`src/cc_regs.svh`:
```
`ifndef CC_REGS_SVH
`define CC_REGS_SVH

// Register offsets on the register port (byte addresses, one 16-bit word each)
`define CC_OFS_CORE_CONTROL 8'h00
`define CC_OFS_STATUS_WORD 8'h02
`define CC_OFS_WINDOW_PAGE 8'h04

// Field positions in core_control
`define CC_BIT_TOP 3
`define CC_BIT_WINDOW_EN 2

// Field position of priority_level_low_bits in cpu_status_word
`define CC_LOW_MSB 7
`define CC_LOW_LSB 5

// Reset values
`define CC_RST_LEVEL 4'h0
`define CC_RST_WINDOW_EN 1'h0
`define CC_RST_PAGE 8'h00
`define CC_RST_WORD 16'h0000

// Highest level that keeps the top bit at zero
`define CC_LEVEL_MAX_LOW 4'h7

// Data address bit that selects the program window
`define CC_WIN_SEL_BIT 15

// Top bit of the window offset and of the page field
`define CC_WIN_OFS_MSB 14
`define CC_PAGE_MSB 7

`endif

```
`src/cc_pkg.sv`:
```
package cc_pkg;

  typedef logic [7:0] cc_addr_type;
  typedef logic [15:0] cc_word_type;
  typedef logic [3:0] cc_level_type;
  typedef logic [2:0] cc_low_type;
  typedef logic [7:0] cc_page_type;
  typedef logic [22:0] cc_prog_addr_type;

endpackage

```
`src/cc_priority_level.sv`:
```
`timescale 1ns/100ps
`include "cc_regs.svh"

module cc_priority_level
  import cc_pkg::*;
(
  // Clock and reset
  input wire logic core_clk,
  input wire logic nrst,
  // Software side
  input wire logic sw_clear_top,
  input wire logic sw_low_wr,
  input wire cc_low_type sw_low_data,
  // Processor side
  input wire logic cpu_level_wr,
  input wire cc_level_type cpu_level_in,
  // Result
  output cc_level_type level,
  output logic top_bit
);

  cc_level_type level_d;
  cc_level_type level_q;

  always_comb begin
    level_d = level_q;
    if (sw_low_wr) begin
      level_d[2:0] = sw_low_data;
    end
    // Software can only take the top bit down; a written one is dropped
    if (sw_clear_top) begin
      level_d[3] = 1'b0;
    end
    // Processor load comes last so a raise in the clear cycle is kept
    if (cpu_level_wr) begin
      level_d = cpu_level_in;
    end
  end

  always_ff @(posedge core_clk or negedge nrst) begin
    if (!nrst) begin
      level_q <= `CC_RST_LEVEL;
    end else begin
      level_q <= level_d;
    end
  end

  assign top_bit = (level_q > `CC_LEVEL_MAX_LOW);
  assign level = {top_bit, level_q[2:0]};

endmodule

```
`src/cc_core_control.sv`:
```
// Chosen here: the strobed register port and the placing of the registers.
`timescale 1ns/100ps
`include "cc_regs.svh"


module cc_core_control
  import cc_pkg::*;
(
  // Clock and reset
  input wire logic core_clk,
  input wire logic nrst,
  // Register port
  input wire cc_addr_type reg_addr,
  input wire cc_word_type reg_wdata,
  input wire logic reg_wr,
  input wire logic reg_rd,
  output cc_word_type reg_rdata,
  // Processor priority level
  input wire logic cpu_level_wr,
  input wire cc_level_type cpu_level_in,
  output cc_level_type cpu_priority_level,
  output logic priority_level_top_bit,
  // Program window lookup
  input wire logic win_req,
  input wire cc_word_type win_addr,
  output logic win_valid,
  output logic win_hit,
  output cc_prog_addr_type win_prog_addr,
  // Window enable state
  output logic program_window_enable
);

  // Exact match on the byte address; odd and unmapped addresses hit nothing
  function automatic logic addr_is(input cc_addr_type a, input cc_addr_type ofs);
    addr_is = (a == ofs);
  endfunction

  // Read image of core_control: only the top bit and the window enable exist
  function automatic cc_word_type control_image(input logic top, input logic en);
    cc_word_type w;
    w = `CC_RST_WORD;
    w[`CC_BIT_TOP] = top;
    w[`CC_BIT_WINDOW_EN] = en;
    control_image = w;
  endfunction

  // Read image of the status word: the three low priority bits, rest zero
  function automatic cc_word_type status_image(input cc_low_type low);
    cc_word_type w;
    w = `CC_RST_WORD;
    w[`CC_LOW_MSB:`CC_LOW_LSB] = low;
    status_image = w;
  endfunction

  // Read image of the window page register
  function automatic cc_word_type page_image(input cc_page_type p);
    cc_word_type w;
    w = `CC_RST_WORD;
    w[`CC_PAGE_MSB:0] = p;
    page_image = w;
  endfunction

  // A data address falls in the window when its select bit is high
  function automatic logic in_window(input cc_word_type a);
    in_window = a[`CC_WIN_SEL_BIT];
  endfunction

  // Program address: the page sits above the offset inside the window
  function automatic cc_prog_addr_type window_address(
    input cc_page_type p,
    input cc_word_type a
  );
    window_address = {p, a[`CC_WIN_OFS_MSB:0]};
  endfunction

  // Register decode
  // Unmapped addresses decode to nothing: writes are lost and reads give zero
  logic wr_control;
  logic wr_status;
  logic wr_page;
  logic rd_control;
  logic rd_status;
  logic rd_page;

  assign wr_control = reg_wr && addr_is(reg_addr, `CC_OFS_CORE_CONTROL);
  assign wr_status = reg_wr && addr_is(reg_addr, `CC_OFS_STATUS_WORD);
  assign wr_page = reg_wr && addr_is(reg_addr, `CC_OFS_WINDOW_PAGE);
  assign rd_control = reg_rd && addr_is(reg_addr, `CC_OFS_CORE_CONTROL);
  assign rd_status = reg_rd && addr_is(reg_addr, `CC_OFS_STATUS_WORD);
  assign rd_page = reg_rd && addr_is(reg_addr, `CC_OFS_WINDOW_PAGE);

  // Priority level store. The processor owns the level; software may only
  // lower the top bit or rewrite the low bits through the status word.
  // A set top bit can only come from a processor load above seven.
  cc_level_type level;
  logic top_bit;
  logic sw_clear_top;

  // Only a written zero clears; a written one leaves the bit alone.
  // A processor load in the same cycle still wins inside the level store.
  assign sw_clear_top = wr_control && !reg_wdata[`CC_BIT_TOP];

  cc_priority_level u_level (
    .core_clk(core_clk),
    .nrst(nrst),
    .sw_clear_top(sw_clear_top),
    .sw_low_wr(wr_status),
    .sw_low_data(reg_wdata[`CC_LOW_MSB:`CC_LOW_LSB]),
    .cpu_level_wr(cpu_level_wr),
    .cpu_level_in(cpu_level_in),
    .level(level),
    .top_bit(top_bit)
  );

  // Outputs of the level store are plain decodes of its flip-flops
  assign cpu_priority_level = level;
  assign priority_level_top_bit = top_bit;

  // Software state: window enable and page
  logic win_en_d;
  logic win_en_q;
  cc_page_type page_d;
  cc_page_type page_q;

  // The page is kept across enable changes, so software may set it up before
  // it opens the window.
  always_comb begin
    win_en_d = win_en_q;
    page_d = page_q;
    // A core_control write touches only the enable here; the top bit goes to
    // the level store and every other position is dropped.
    if (wr_control) begin
      win_en_d = reg_wdata[`CC_BIT_WINDOW_EN];
    end
    if (wr_page) begin
      page_d = reg_wdata[`CC_PAGE_MSB:0];
    end
  end

  always_ff @(posedge core_clk or negedge nrst) begin
    if (!nrst) begin
      win_en_q <= `CC_RST_WINDOW_EN;
      page_q <= `CC_RST_PAGE;
    end else begin
      win_en_q <= win_en_d;
      page_q <= page_d;
    end
  end

  assign program_window_enable = win_en_q;

  // Read path: data stand only in the cycle after the strobe and are zero
  // otherwise, so a stale word is never taken for a fresh answer.
  cc_word_type rdata_d;
  cc_word_type rdata_q;

  always_comb begin
    rdata_d = `CC_RST_WORD;
    if (rd_control) begin
      // Unimplemented positions stay at the zero default
      rdata_d = control_image(top_bit, win_en_q);
    end else if (rd_status) begin
      rdata_d = status_image(level[2:0]);
    end else if (rd_page) begin
      rdata_d = page_image(page_q);
    end
  end

  always_ff @(posedge core_clk or negedge nrst) begin
    if (!nrst) begin
      rdata_q <= `CC_RST_WORD;
    end else begin
      rdata_q <= rdata_d;
    end
  end

  assign reg_rdata = rdata_q;

  // Program window translation, one cycle of latency.
  // The enable is sampled in the request cycle, so a write to core_control
  // in that same cycle affects only the next lookup.
  logic valid_d;
  logic valid_q;
  logic hit_d;
  logic hit_q;
  cc_prog_addr_type prog_d;
  cc_prog_addr_type prog_q;

  // Every request is answered; a miss carries a zero address so the data
  // side can fall through to ordinary memory.
  always_comb begin
    valid_d = win_req;
    hit_d = 1'b0;
    prog_d = '0;
    if (win_req && win_en_q && in_window(win_addr)) begin
      hit_d = 1'b1;
      prog_d = window_address(page_q, win_addr);
    end
  end

  always_ff @(posedge core_clk or negedge nrst) begin
    if (!nrst) begin
      valid_q <= 1'b0;
      hit_q <= 1'b0;
      prog_q <= '0;
    end else begin
      valid_q <= valid_d;
      hit_q <= hit_d;
      prog_q <= prog_d;
    end
  end

  assign win_valid = valid_q;
  assign win_hit = hit_q;
  assign win_prog_addr = prog_q;

endmodule

```
`config.mk`:
```
export PLATFORM = sky130hd
export DESIGN_NAME = cc_core_control
export DESIGN_NICKNAME = d
export VERILOG_FILES = /design/src/cc_pkg.sv /design/src/cc_priority_level.sv /design/src/cc_core_control.sv
export VERILOG_INCLUDE_DIRS = /design/src /design/src/src
export SDC_FILE = /design/constraint.sdc
export NUM_CORES = 1
export LEC_CHECK = 0
export BUFFER_PORTS_ARGS = -buffer_cell sky130_fd_sc_hd__buf_4
export CORE_ASPECT_RATIO = 0.75
export CORE_UTILIZATION = 25
export CTS_BUF_LIST = sky130_fd_sc_hd__clkbuf_8
export DETAILED_ROUTE_END_ITERATION = 10
export PLACE_DENSITY = 0.55
export SLEW_MARGIN = 20
export SYNTH_ARGS = -nofsm -noshare
export SYNTH_HDL_FRONTEND = slang
export SYNTH_SLANG_ARGS = --single-unit
```
`constraint.sdc`:
```
create_clock -name core_clk -period 1.3 [get_ports core_clk]
set_input_delay 0.13 -clock core_clk [delete_from_list [all_inputs] [get_ports core_clk]]
set_output_delay 0.13 -clock core_clk [all_outputs]
set_load 0.01 [all_outputs]
```
==> impl_results.md, run 1 <==
* Outcome: complete, no violations
* Die Span X at 99.8 µm
* LEAKAGE at 1.39 nW
* Post-synth top cells: dfrtp_1 (46), and2_1 (23), buf_4 (12), mux2_2 (9), nor2_1 (5)
* Vias in the first global route at roughly 1200
* Pin count of the biggest net entering global routing at 47
* Drt first pass iters at 4
* Slowest CP cell: dlygate4sd3_1
* PnR worst setup slack at ~0.13 ns
* Cell variety after synth at 25
* Kind of critical path: in2reg
* Initial Util at approximately a quarter
* Placed inst area at about 0.0025 mm²
* Critical Path, Cell by Cell: dlygate4sd3_1, buf_4, and3_2, and2_1
* CP required at approximately 1.5 ns
* Crit-path leading delay family: buffers and inverters
* CP max stage delay at 0.53 ns
* RSZ-0062 raised after global routing: no
* H-Tree Depth at 2
* Yosys reg bits at between 40 and 50
* Design area at about 0.0026 mm²
* Maximum vdd drop at approximately 0.36 mV
* Asr flop ratio synth at 100%
* WP data arrival at roughly 1.4 ns
* Clk sinks at 46
* Core Area at slightly below 0.007 mm²
* Min-delay worst type: in2reg
* DP HPWL at between 2 and 3 mm
* Final Hold Viols at 0
* Initial antenna violation count at 0
* Drt total wl at 3.90 mm
* Crit. End Element: flop
* Clk_skew at around 0.0040 ns
* Post-place setup slack at -0.0587 ns
* Clock Pin Slew Worst Setup and Hold Paths at roughly 0.08 ns
* Final Non-Filler Cells at 320
* Mapped Area at roughly 0.0018 mm²
* Tmin final at 1.17 ns
* Clock Latency Late Sink at 0.29 ns
* Total GRT Usage at a little over a tenth
* Clock Root Buffer: clkbuf_8
* Synth top area share at between 60% and 70%
* Setup violations, final at 0
* Nets@finish at approximately 270
* CTS tree: yes
* Post-synth EDFFs at 0
* Bufs and invs on worst path at 2
* Largest area contributor in the netlist: dfrtp_1
* Net Sw Frac at between 20% and 30%
* Post-CTS Setup Inserts at 0
* Peak Freq at 854 MHz
* Clock power share at 31.6%
* WL/cell at 12.2 µm
* Internal power at a little under 2 mW
* Sequential power share at 57.8%
* Iteration-0 DRC Markers at 21
* Layout area overhead at 44.5%
* Maxcap violations at 0
* Syn. warnings at 0
* Antenna-violating nets left at 0
* Post-synthesis instance total at 135
* Slew @ Worst Pin at about 0.59 ns
* Via density at 3.96
* Pwr per Cell Area at 990 mW/mm²
* Via count at ~1300
* Post-Place Cells at 311
* Top area cells in the synthesized netlist: dfrtp_1 (64%), and2_1 (8.0%), mux2_2 (5.7%)
* Final Slew Violations at 0
* Worst-case clock buffer depth at 2
* Ports at 97
* Die height at approximately 75 µm
* NetSw at between 0.5 and 0.6 mW
* Antenna cells at 0
* Worst relative slew slack at roughly 60%
* First-pass GRT wire length at 5.77 mm
* Combinational fraction of design power at 10.6%
* Die area at 0.00751 mm²
* Ys flop type: dfrtp_1
* Synth Area per Inst at around 13 µm²
* GPL Wtd Cong at between 0.7 and 0.8
* Filler Cells Inserted at 680
* CP Launch Type: input pin
* PortBufs at 80
* Sequential cell area at around 0.0012 mm²
* Layout cell share with drive strength beyond 1 at about half
* Row count at 26
* Multi-input logic area at about 550 µm²
* Period utilisation layout at between 90% and 100%
* Most common cell in the netlist: dfrtp_1
* GR Overflow Total at 0
* Crit path max fanout at 24
* Total CTS buffers at 5
* Sequential share of the synthesized area at 64.2%
* # DRC at 0
through the flow:
stage / util, % / hold slack (ns) / power [mW] / setup TNS (ns)
2_1_floorplan: - / -0.166 / 1.62 / 0
3_3_place_gp: 36.3 / 0.177 / 1.78 / -1.32
3_5_place_dp: 36.3 / 0.188 / 1.78 / -1.25
4_1_cts: 37.7 / 0.0289 / 2.62 / 0
5_1_grt: 37.7 / 0.0294 / 2.70 / 0
6_report: 37.7 / 0.0428 / 2.56 / 0
final cells by class:
type | instances | area share (%)
Sequential cell | 46 | 44.5
Timing Repair Buffer | 89 | 26.0
Multi-Input combinational cell | 77 | 21.3
Clock inverter | 2 | 0.387
Tap cell | 98 | 4.74
Clock buffer | 5 | 2.66
Inverter | 3 | 0.435
power groups by stage:
| stage | clock network [mW] | logic, mW | registers, mW |
|---|---|---|---|
| 2_1_floorplan | 0 | 0.111 | 1.51 |
| 3_3_place_gp | 0 | 0.271 | 1.51 |
| 3_5_place_dp | 0 | 0.273 | 1.51 |
| 4_1_cts | 0.859 | 0.278 | 1.48 |
| 5_1_grt | 0.915 | 0.300 | 1.49 |
| 6_report | 0.811 | 0.271 | 1.48 |
cells in the final DEF, fill, tap and decap left out, types with 3 or more instances in the layout:
master	Yosys	layout
nor2_1	5	5
nand4_1	3	3
buf_4	12	87
mux2_2	9	9
clkbuf_8	0	5
nand2_1	3	3
o311ai_0	3	3
a22oi_1	3	3
dfrtp_1	46	46
and2_1	23	23
and3_1	4	3
inv_1	3	3
and3_2	2	3
mux2i_1	3	3
conb_1	1	8
path summary, 6_finish.rpt:
kind | from | endpoint | slack, ns | cells after the start
max in group asynchronous | nrst | win_prog_addr[7] | 0.51 | 2
min | win_addr[9] | win_prog_addr[9] | 0.04 | 2
max | win_req | win_prog_addr[15] | 0.13 | 4
min in group asynchronous | nrst | reg_rdata[5] | 0.39 | 2
max reg2reg | program_window_enable | win_prog_addr[15] | 0.24 | 2
min reg2reg | page_q[0] | win_prog_addr[15] | 0.51 | 1
registers in the layout (all words and copies together) (netlist names):
| register | flops |
|---|---|
| u_level.level_q | 4 |
| win_hit | 1 |
| win_valid | 1 |
| reg_rdata | 8 |
| page_q | 8 |
| win_prog_addr | 23 |
| program_window_enable | 1 |
kinds of logic (layout without fill, tap and decap cells):
logic type	after synthesis	after routing	share of synthesized area (%)
other cells	1	8	0.209
mux	12	12	7.33
simple gates	50	50	18.7
buf+inv	19	99	6.49
flops	46	46	64.2
compound gates	7	7	3.00
layer usage:
metal  up-vias  track usage [%]  part of all wire, %
met5         -                0                    0
met3         2             3.21                  7.1
met4         0             3.92                 0.90
met1       606             14.5                   46
met2        55             15.3                   45
li1        604                -                    -
what timing repair did:
action	CTS	global route
endpoints found under the setup margin	23	0
hold endpoints to repair	47	0
resized for setup	1	0
hold buffers	2	0
No activity file was read; power rests on OpenSTA's default activity.
==> inputs of run 2 (changes only) <==
Settings changed: ABC_AREA set to 1.
==> impl_results.md, run 2 <==
* PnR worst setup slack at 0.296 ns (+0.167 ns)
* Min-delay worst type: in2reg
* Via density at 3.87 (-2.4%)
* Crit path max fanout at 4 (-83%)
* DP HPWL at 3.13 mm (+8.8%)
* Via count at 1504 (+19%)
* Asr flop ratio synth at 100% (unchanged)
* Xor/xnor share of the synthesized area at 0% (unchanged)
* Initial antenna violation count at 0 (unchanged)
* PortBufs at 80 (unchanged)
* Clock Root Buffer: clkbuf_8
* Total GRT Usage at 11.5% (+1.1 points)
* Top area cells in the synthesized netlist: dfrtp_1 (62%), nand2_1 (10%), nor2_1 (6.9%)
* Antenna-violating nets left at 0 (unchanged)
* Cell variety after synth at 13 (-48%)
* Design area at 0.00268 mm² (+3.4%)
* LEAKAGE at 1.54 nW (+11%)
* Final Slew Violations at 0 (unchanged)
* Core Area at 0.00696 mm² (+1.4%)
* Crit. End Element: primary output
* Synth top area share at 62.5% (-1.8 points)
* CP Launch Type: flop
* Post-synthesis adder-cell area fraction at 0% (unchanged)
* Reg-to-Reg Start: program_window_enable
* Antenna cells at 0 (unchanged)
* Syn. warnings at 0 (unchanged)
* Post-synthesis instance total at 206 (+53%)
* CTS tree: yes
* Filler Cells Inserted at 747 (+9.9%)
* Worst Hold Depth at 3 (+1)
* Maximum vdd drop at 0.449 mV (+24%)
* Slew @ Worst Pin at 0.579 ns (-0.0136 ns)
* Die height at 76.4 µm (+1.4%)
* Tmin final at 1.00 ns (-0.167 ns)
* Synth Area per Inst at 8.95 µm² (-33%)
* Clk sinks at 46 (unchanged)
* Nets@finish at 340 (+25%)
* Yosys reg bits at 46 (unchanged)
* Bufs and invs on worst path at 1 (-1)
* RR Endpoint: win_prog_addr[8]
* Hold endpoint: u_level.level_q[3]
* CP required at 1.17 ns (-0.31 ns)
* Most frequent cells in the layout: buf_4 (85), nand2_1 (50), dfrtp_1 (46)
* Drt first pass iters at 4 (unchanged)
* CP max stage delay at 0.42 ns (-0.11 ns)
* Worst relative slew slack at 61.4% (+0.91 points)
* Row count at 26 (unchanged)
* Period utilisation layout at 77.3% (-13 points)
* Clk_skew at 0.00364 ns (-0.000338 ns)
* Register-to-Register Path Depth at 3 (+1)
* Vias in the first global route at 1412 (+22%)
* Post-place setup slack at 0.209 ns (+0.268 ns)
* Pin count of the biggest net entering global routing at 47 (unchanged)
* Ports at 97 (unchanged)
* Layout cell share with drive strength beyond 1 at 33.0% (-17 points)
* Post-synthesis simple-gate area fraction at 24.0% (+5.2 points)
* Clock Latency Late Sink at 0.29 ns (about the same)
* Peak Freq at 996 MHz (+17%)
* Die area at 0.00772 mm² (+2.8%)
* Iteration-0 DRC Markers at 32 (+52%)
* # DRC at 0 (unchanged)
* Most common cell in the netlist: nand2_1
* Worst reg2reg setup slack at 0.41 ns (+0.17 ns)
* Crit-path leading delay family: flip-flops
* Outcome: complete, no violations
* Drt total wl at 4.18 mm (+7.1%)
* Placed inst area at 0.00251 mm² (+1.0%)
* Final Hold Viols at 0 (unchanged)
* Ys flop type: dfrtp_1
* Layout area overhead at 45.2%
* Post-synth top cells: nand2_1 (50), dfrtp_1 (46), nor2_1 (34), inv_1 (32), nand3_1 (20)
* Initial Util at 26.5% (+0.37 points)
* Maxcap violations at 0 (unchanged)
* Post-synthesis compound-gate area fraction at 0.543% (-2.5 points)
* Most common cell after layout, fill and taps aside: buf_4
* Mapped Area at 0.00184 mm² (+2.9%)
* GPL Wtd Cong at 0.709 (-2.8%)
* Clock Pin Slew Worst Setup and Hold Paths at 0.09 ns (about the same)
* Setup violations, final at 0 (unchanged)
* H-Tree Depth at 2 (unchanged)
* Kind of critical path: reg2out
* Worst-case clock buffer depth at 2 (unchanged)
* Die Span X at 101 µm (+1.4%)
* RSZ-0062 raised after global routing: no
* Max reg flops at 23 (unchanged)
* WL/cell at 10.7 µm (-12%)
* Sum Neg Setup Slack at 0 ns (unchanged)
* Largest family of logic cells by synthesized area: simple AND/OR/NAND/NOR gates
* Critical Path, Cell by Cell: buf_4
* Mux cell area share after synthesis at 0% (-7.3 points)
* Post-synth EDFFs at 0 (unchanged)
* Largest area contributor in the netlist: dfrtp_1
* Slowest CP cell: dfrtp_1
* Post-CTS Setup Inserts at 0 (unchanged)
* Sequential share of the synthesized area at 62.5% (-1.8 points)
* Hold Crit Start: cpu_level_in[3]
* GR Overflow Total at 0 (unchanged)
* First-pass GRT wire length at 6.80 mm (+18%)
* Pwr per Cell Area at 1140 mW/mm² (+15%)
* Total CTS buffers at 5 (unchanged)
* WP data arrival at 0.87 ns (-0.48 ns)
==> run 2: layer usage <==
metal	routed length, µm	GRT usage, %
met3	319	4.22
met1	1940	15.4
met4	14	3.04
met2	1900	17.5
met5	0	0
==> run 2: timing repair <==
item | in CTS | in global routing
hold endpoints to repair | 47 | 0
hold buffers | 2 | 0
gates resized for setup | 0 | 0
==> run 2: area by class of cell <==
class	count	area, µm²	share of cell area, %
inverter	32	120	4.49
clock inverter	2	60.1	2.24
sequential	46	1150	43.0
tap	98	123	4.58
timing repair buffer	87	658	24.6
multi-input combinational	118	482	18.0
clock buffer	6	82.6	3.09
==> run 2: worst max-delay path by stage <==
| stage | slack [ns] | end | depth (start not counted) | start |
|---|---|---|---|---|
| floorplan | 0.25 | win_prog_addr[10] | 3 | program_window_enable |
| global placement | 0.23 | reg_rdata[2] | 6 | reg_addr[7] |
| detailed placement | 0.21 | reg_rdata[3] | 6 | reg_addr[0] |
| CTS | 0.27 | program_window_enable | 1 | program_window_enable |
| global route | 0.26 | program_window_enable | 1 | program_window_enable |
| finish | 0.30 | program_window_enable | 1 | program_window_enable |
==> run 2: per-stage QoR <==
step	cells	hold slack [ns]	utilization, %	total power [mW]
floorplan	213	-0.166	-	1.63
global placement	379	0.175	36.1	1.79
detailed placement	379	0.175	36.1	1.79
CTS	389	0.0273	38.4	3.11
global route	389	0.0328	38.4	3.19
finish	389	0.0360	38.4	3.05
==> run 2: power by group <==
group	internal, mW	switching (mW)
combinational	0.138	0.138
clock	0.820	0.472
sequential	1.46	0.0224
==> run 2: cells by family (layout without fill, tap and decap cells) <==
group | count (synthesis) | in the layout
and+or+nand+nor | 108 | 108
buffers and inverters | 49 | 127
DFF | 46 | 46
AOI/OAI and AO/OA | 2 | 2
other | 1 | 8
==> inputs of run 3 (changes only) <==
Settings changed: ABC_AREA 1 to 0, PLACE_DENSITY 0.55 to 0.57.
Clock period 1.3 ns to 0.9 ns, I/O delays scaled along.
==> impl_results.md, run 3 (same netlist as run 1, synthesis figures left out) <==
* Worst reg2reg setup slack at -0.13 ns (-0.54 ns)
* Setup violations, final at 39 (+39)
* # DRC at 0 (unchanged)
* Pin count of the biggest net entering global routing at 25 (-47%)
* First-pass GRT wire length at 6.63 mm (-2.5%)
* Most common cell after layout, fill and taps aside: buf_4
* LEAKAGE at 1.50 nW (-2.4%)
* WP data arrival at 1.20 ns (+0.33 ns)
* Clock Pin Slew Worst Setup and Hold Paths at 0.08 ns (about the same)
* Final Non-Filler Cells at 336 (-14%)
* GPL Wtd Cong at 0.731 (+3.1%)
* RSZ-0062 raised after global routing: yes
* Failing checks: setup timing
* Vias in the first global route at 1325 (-6.2%)
* Initial antenna violation count at 0 (unchanged)
* Via density at 3.94 (+1.9%)
* Die height at 75.3 µm (-1.4%)
* Tmin final at 1.03 ns
* Clk sinks at 46 (unchanged)
* WL/cell at 12.6 µm (+17%)
* Pwr per Cell Area at 1340 mW/mm² (+18%)
* Post-Place Cells at 315 (-17%)
* Post-place setup slack at -0.381 ns (-0.590 ns)
* Final Slew Violations at 0 (unchanged)
* Total GRT Usage at 11.8% (+0.28 points)
* Maxcap violations at 0 (unchanged)
* Iteration-0 DRC Markers at 47 (+47%)
* Peak Freq at 975 MHz
* Clock Latency Late Sink at 0.29 ns (about the same)
* Row count at 26 (unchanged)
* Antenna-violating nets left at 0 (unchanged)
* Period utilisation layout at 114%
* Crit. End Element: flop
* RR Endpoint: program_window_enable
* Initial Util at 26.1% (-0.37 points)
* Outcome: finished with violations
* Core Area at 0.00686 mm² (-1.4%)
* Min-delay worst type: in2reg
* Worst-case clock buffer depth at 2 (unchanged)
* Drt total wl at 4.23 mm (+1.3%)
* GR Overflow Total at 0 (unchanged)
* CP Launch Type: flop
* Hold Slack at 0.0128 ns (-0.0233 ns)
* Die area at 0.00751 mm² (-2.7%)
* Drt first pass iters at 3 (-1)
* H-Tree Depth at 2 (unchanged)
* Hold endpoint: win_prog_addr[2]
* Antenna cells at 0 (unchanged)
* Crit path max fanout at 2 (-2)
* Filler Cells Inserted at 672 (-10%)
* Clock Root Buffer: clkbuf_8
* PnR worst setup slack at -0.126 ns (-0.421 ns)
* Worst Hold Depth at 2 (-1)
* Most frequent cells in the layout: buf_4 (51), dfrtp_1 (45), buf_6 (42)
* Clk_skew at 0.00666 ns (+0.00302 ns)
* CTS tree: yes
* Final Hold Viols at 0 (unchanged)
* Placed inst area at 0.00254 mm² (+1.0%)
* Maximum vdd drop at 0.572 mV (+28%)
* Via count at 1324 (-12%)
* Total CTS buffers at 5 (unchanged)
* Max reg flops at 23 (unchanged)
* Ports at 97 (unchanged)
* Die Span X at 99.8 µm (-1.4%)
* Hold Crit Start: win_addr[2]
* PortBufs at 80 (unchanged)
* Kind of critical path: reg2reg
* CP required at 1.08 ns (-0.09 ns)
* Design area at 0.00295 mm² (+10%)
* Register-to-Register Path Depth at 3 (unchanged)
* Nets@finish at 287 (-16%)
* Layout area overhead at 64.8%
* Layout cell share with drive strength beyond 1 at 52.5% (+20 points)
* Util after Layout at 43.0% (+4.6 points)
* Reg-to-Reg Start: program_window_enable
* DP HPWL at 3.19 mm (+2.1%)
[run 3: area by class of cell]
type	instances	area (µm²)	area share (%)
Sequential cell	46	1150	39.0
Inverter	3	11.3	0.381
Clock buffer	6	82.6	2.80
Multi-Input combinational cell	77	591	20.0
Tap cell	98	123	4.15
Timing Repair Buffer	104	981	33.2
Clock inverter	2	12.5	0.424
[run 3: repair_timing]
item,4_1_cts,5_1_grt
hold buffers,8,1
setup buffers,3,1
endpoints found under the setup margin,61,78
resized for setup,31,24
pin swaps,1,5
hold endpoints to repair,53,1
[run 3: power breakdown]
group	switching [mW]	total (mW)	internal (mW)
combinational	0.203	0.516	0.313
sequential	0.0397	2.15	2.11
clock	0.679	1.30	0.618
total	0.922	3.96	3.04
[run 3: critical path, cell delays in order, from the launching register on]
cell and delay, ns:
dfrtp_1 0.41, buf_6 0.13, buf_4 0.13, mux2_4 0.26
[run 3: metal layers]
metal  GRT usage (%)  share of wire [%]  wire length [µm]  up-vias
met3            2.84                4.9               206        2
met1            16.9                 48              2020      633
met2            17.6                 47              1970       53
met4            3.92               0.73                31        0
met5               0                  0                 0        -
li1                -                  -                 -      636
[run 3: worst max path at each step]
| stage | depth (start not counted) | to | start | slack [ns] |
|---|---|---|---|---|
| final | 3 | program_window_enable | program_window_enable | -0.13 |
| after global routing | 2 | program_window_enable | program_window_enable | -0.16 |
| after CTS | 2 | program_window_enable | program_window_enable | -0.14 |
| after detailed placement | 5 | program_window_enable | reg_addr[6] | -0.38 |
| after global placement | 5 | program_window_enable | reg_addr[0] | -0.41 |
| after floorplan | 3 | program_window_enable | reg_addr[6] | -0.28 |
[run 3: per-stage QoR]
step / setup TNS (ns) / power (mW)
4_1_cts: -2.85 / 4.01
3_3_place_gp: -6.88 / 2.60
2_1_floorplan: -4.41 / 2.34
5_1_grt: -4.60 / 4.18
3_5_place_dp: -6.31 / 2.61
6_report: -1.63 / 3.96
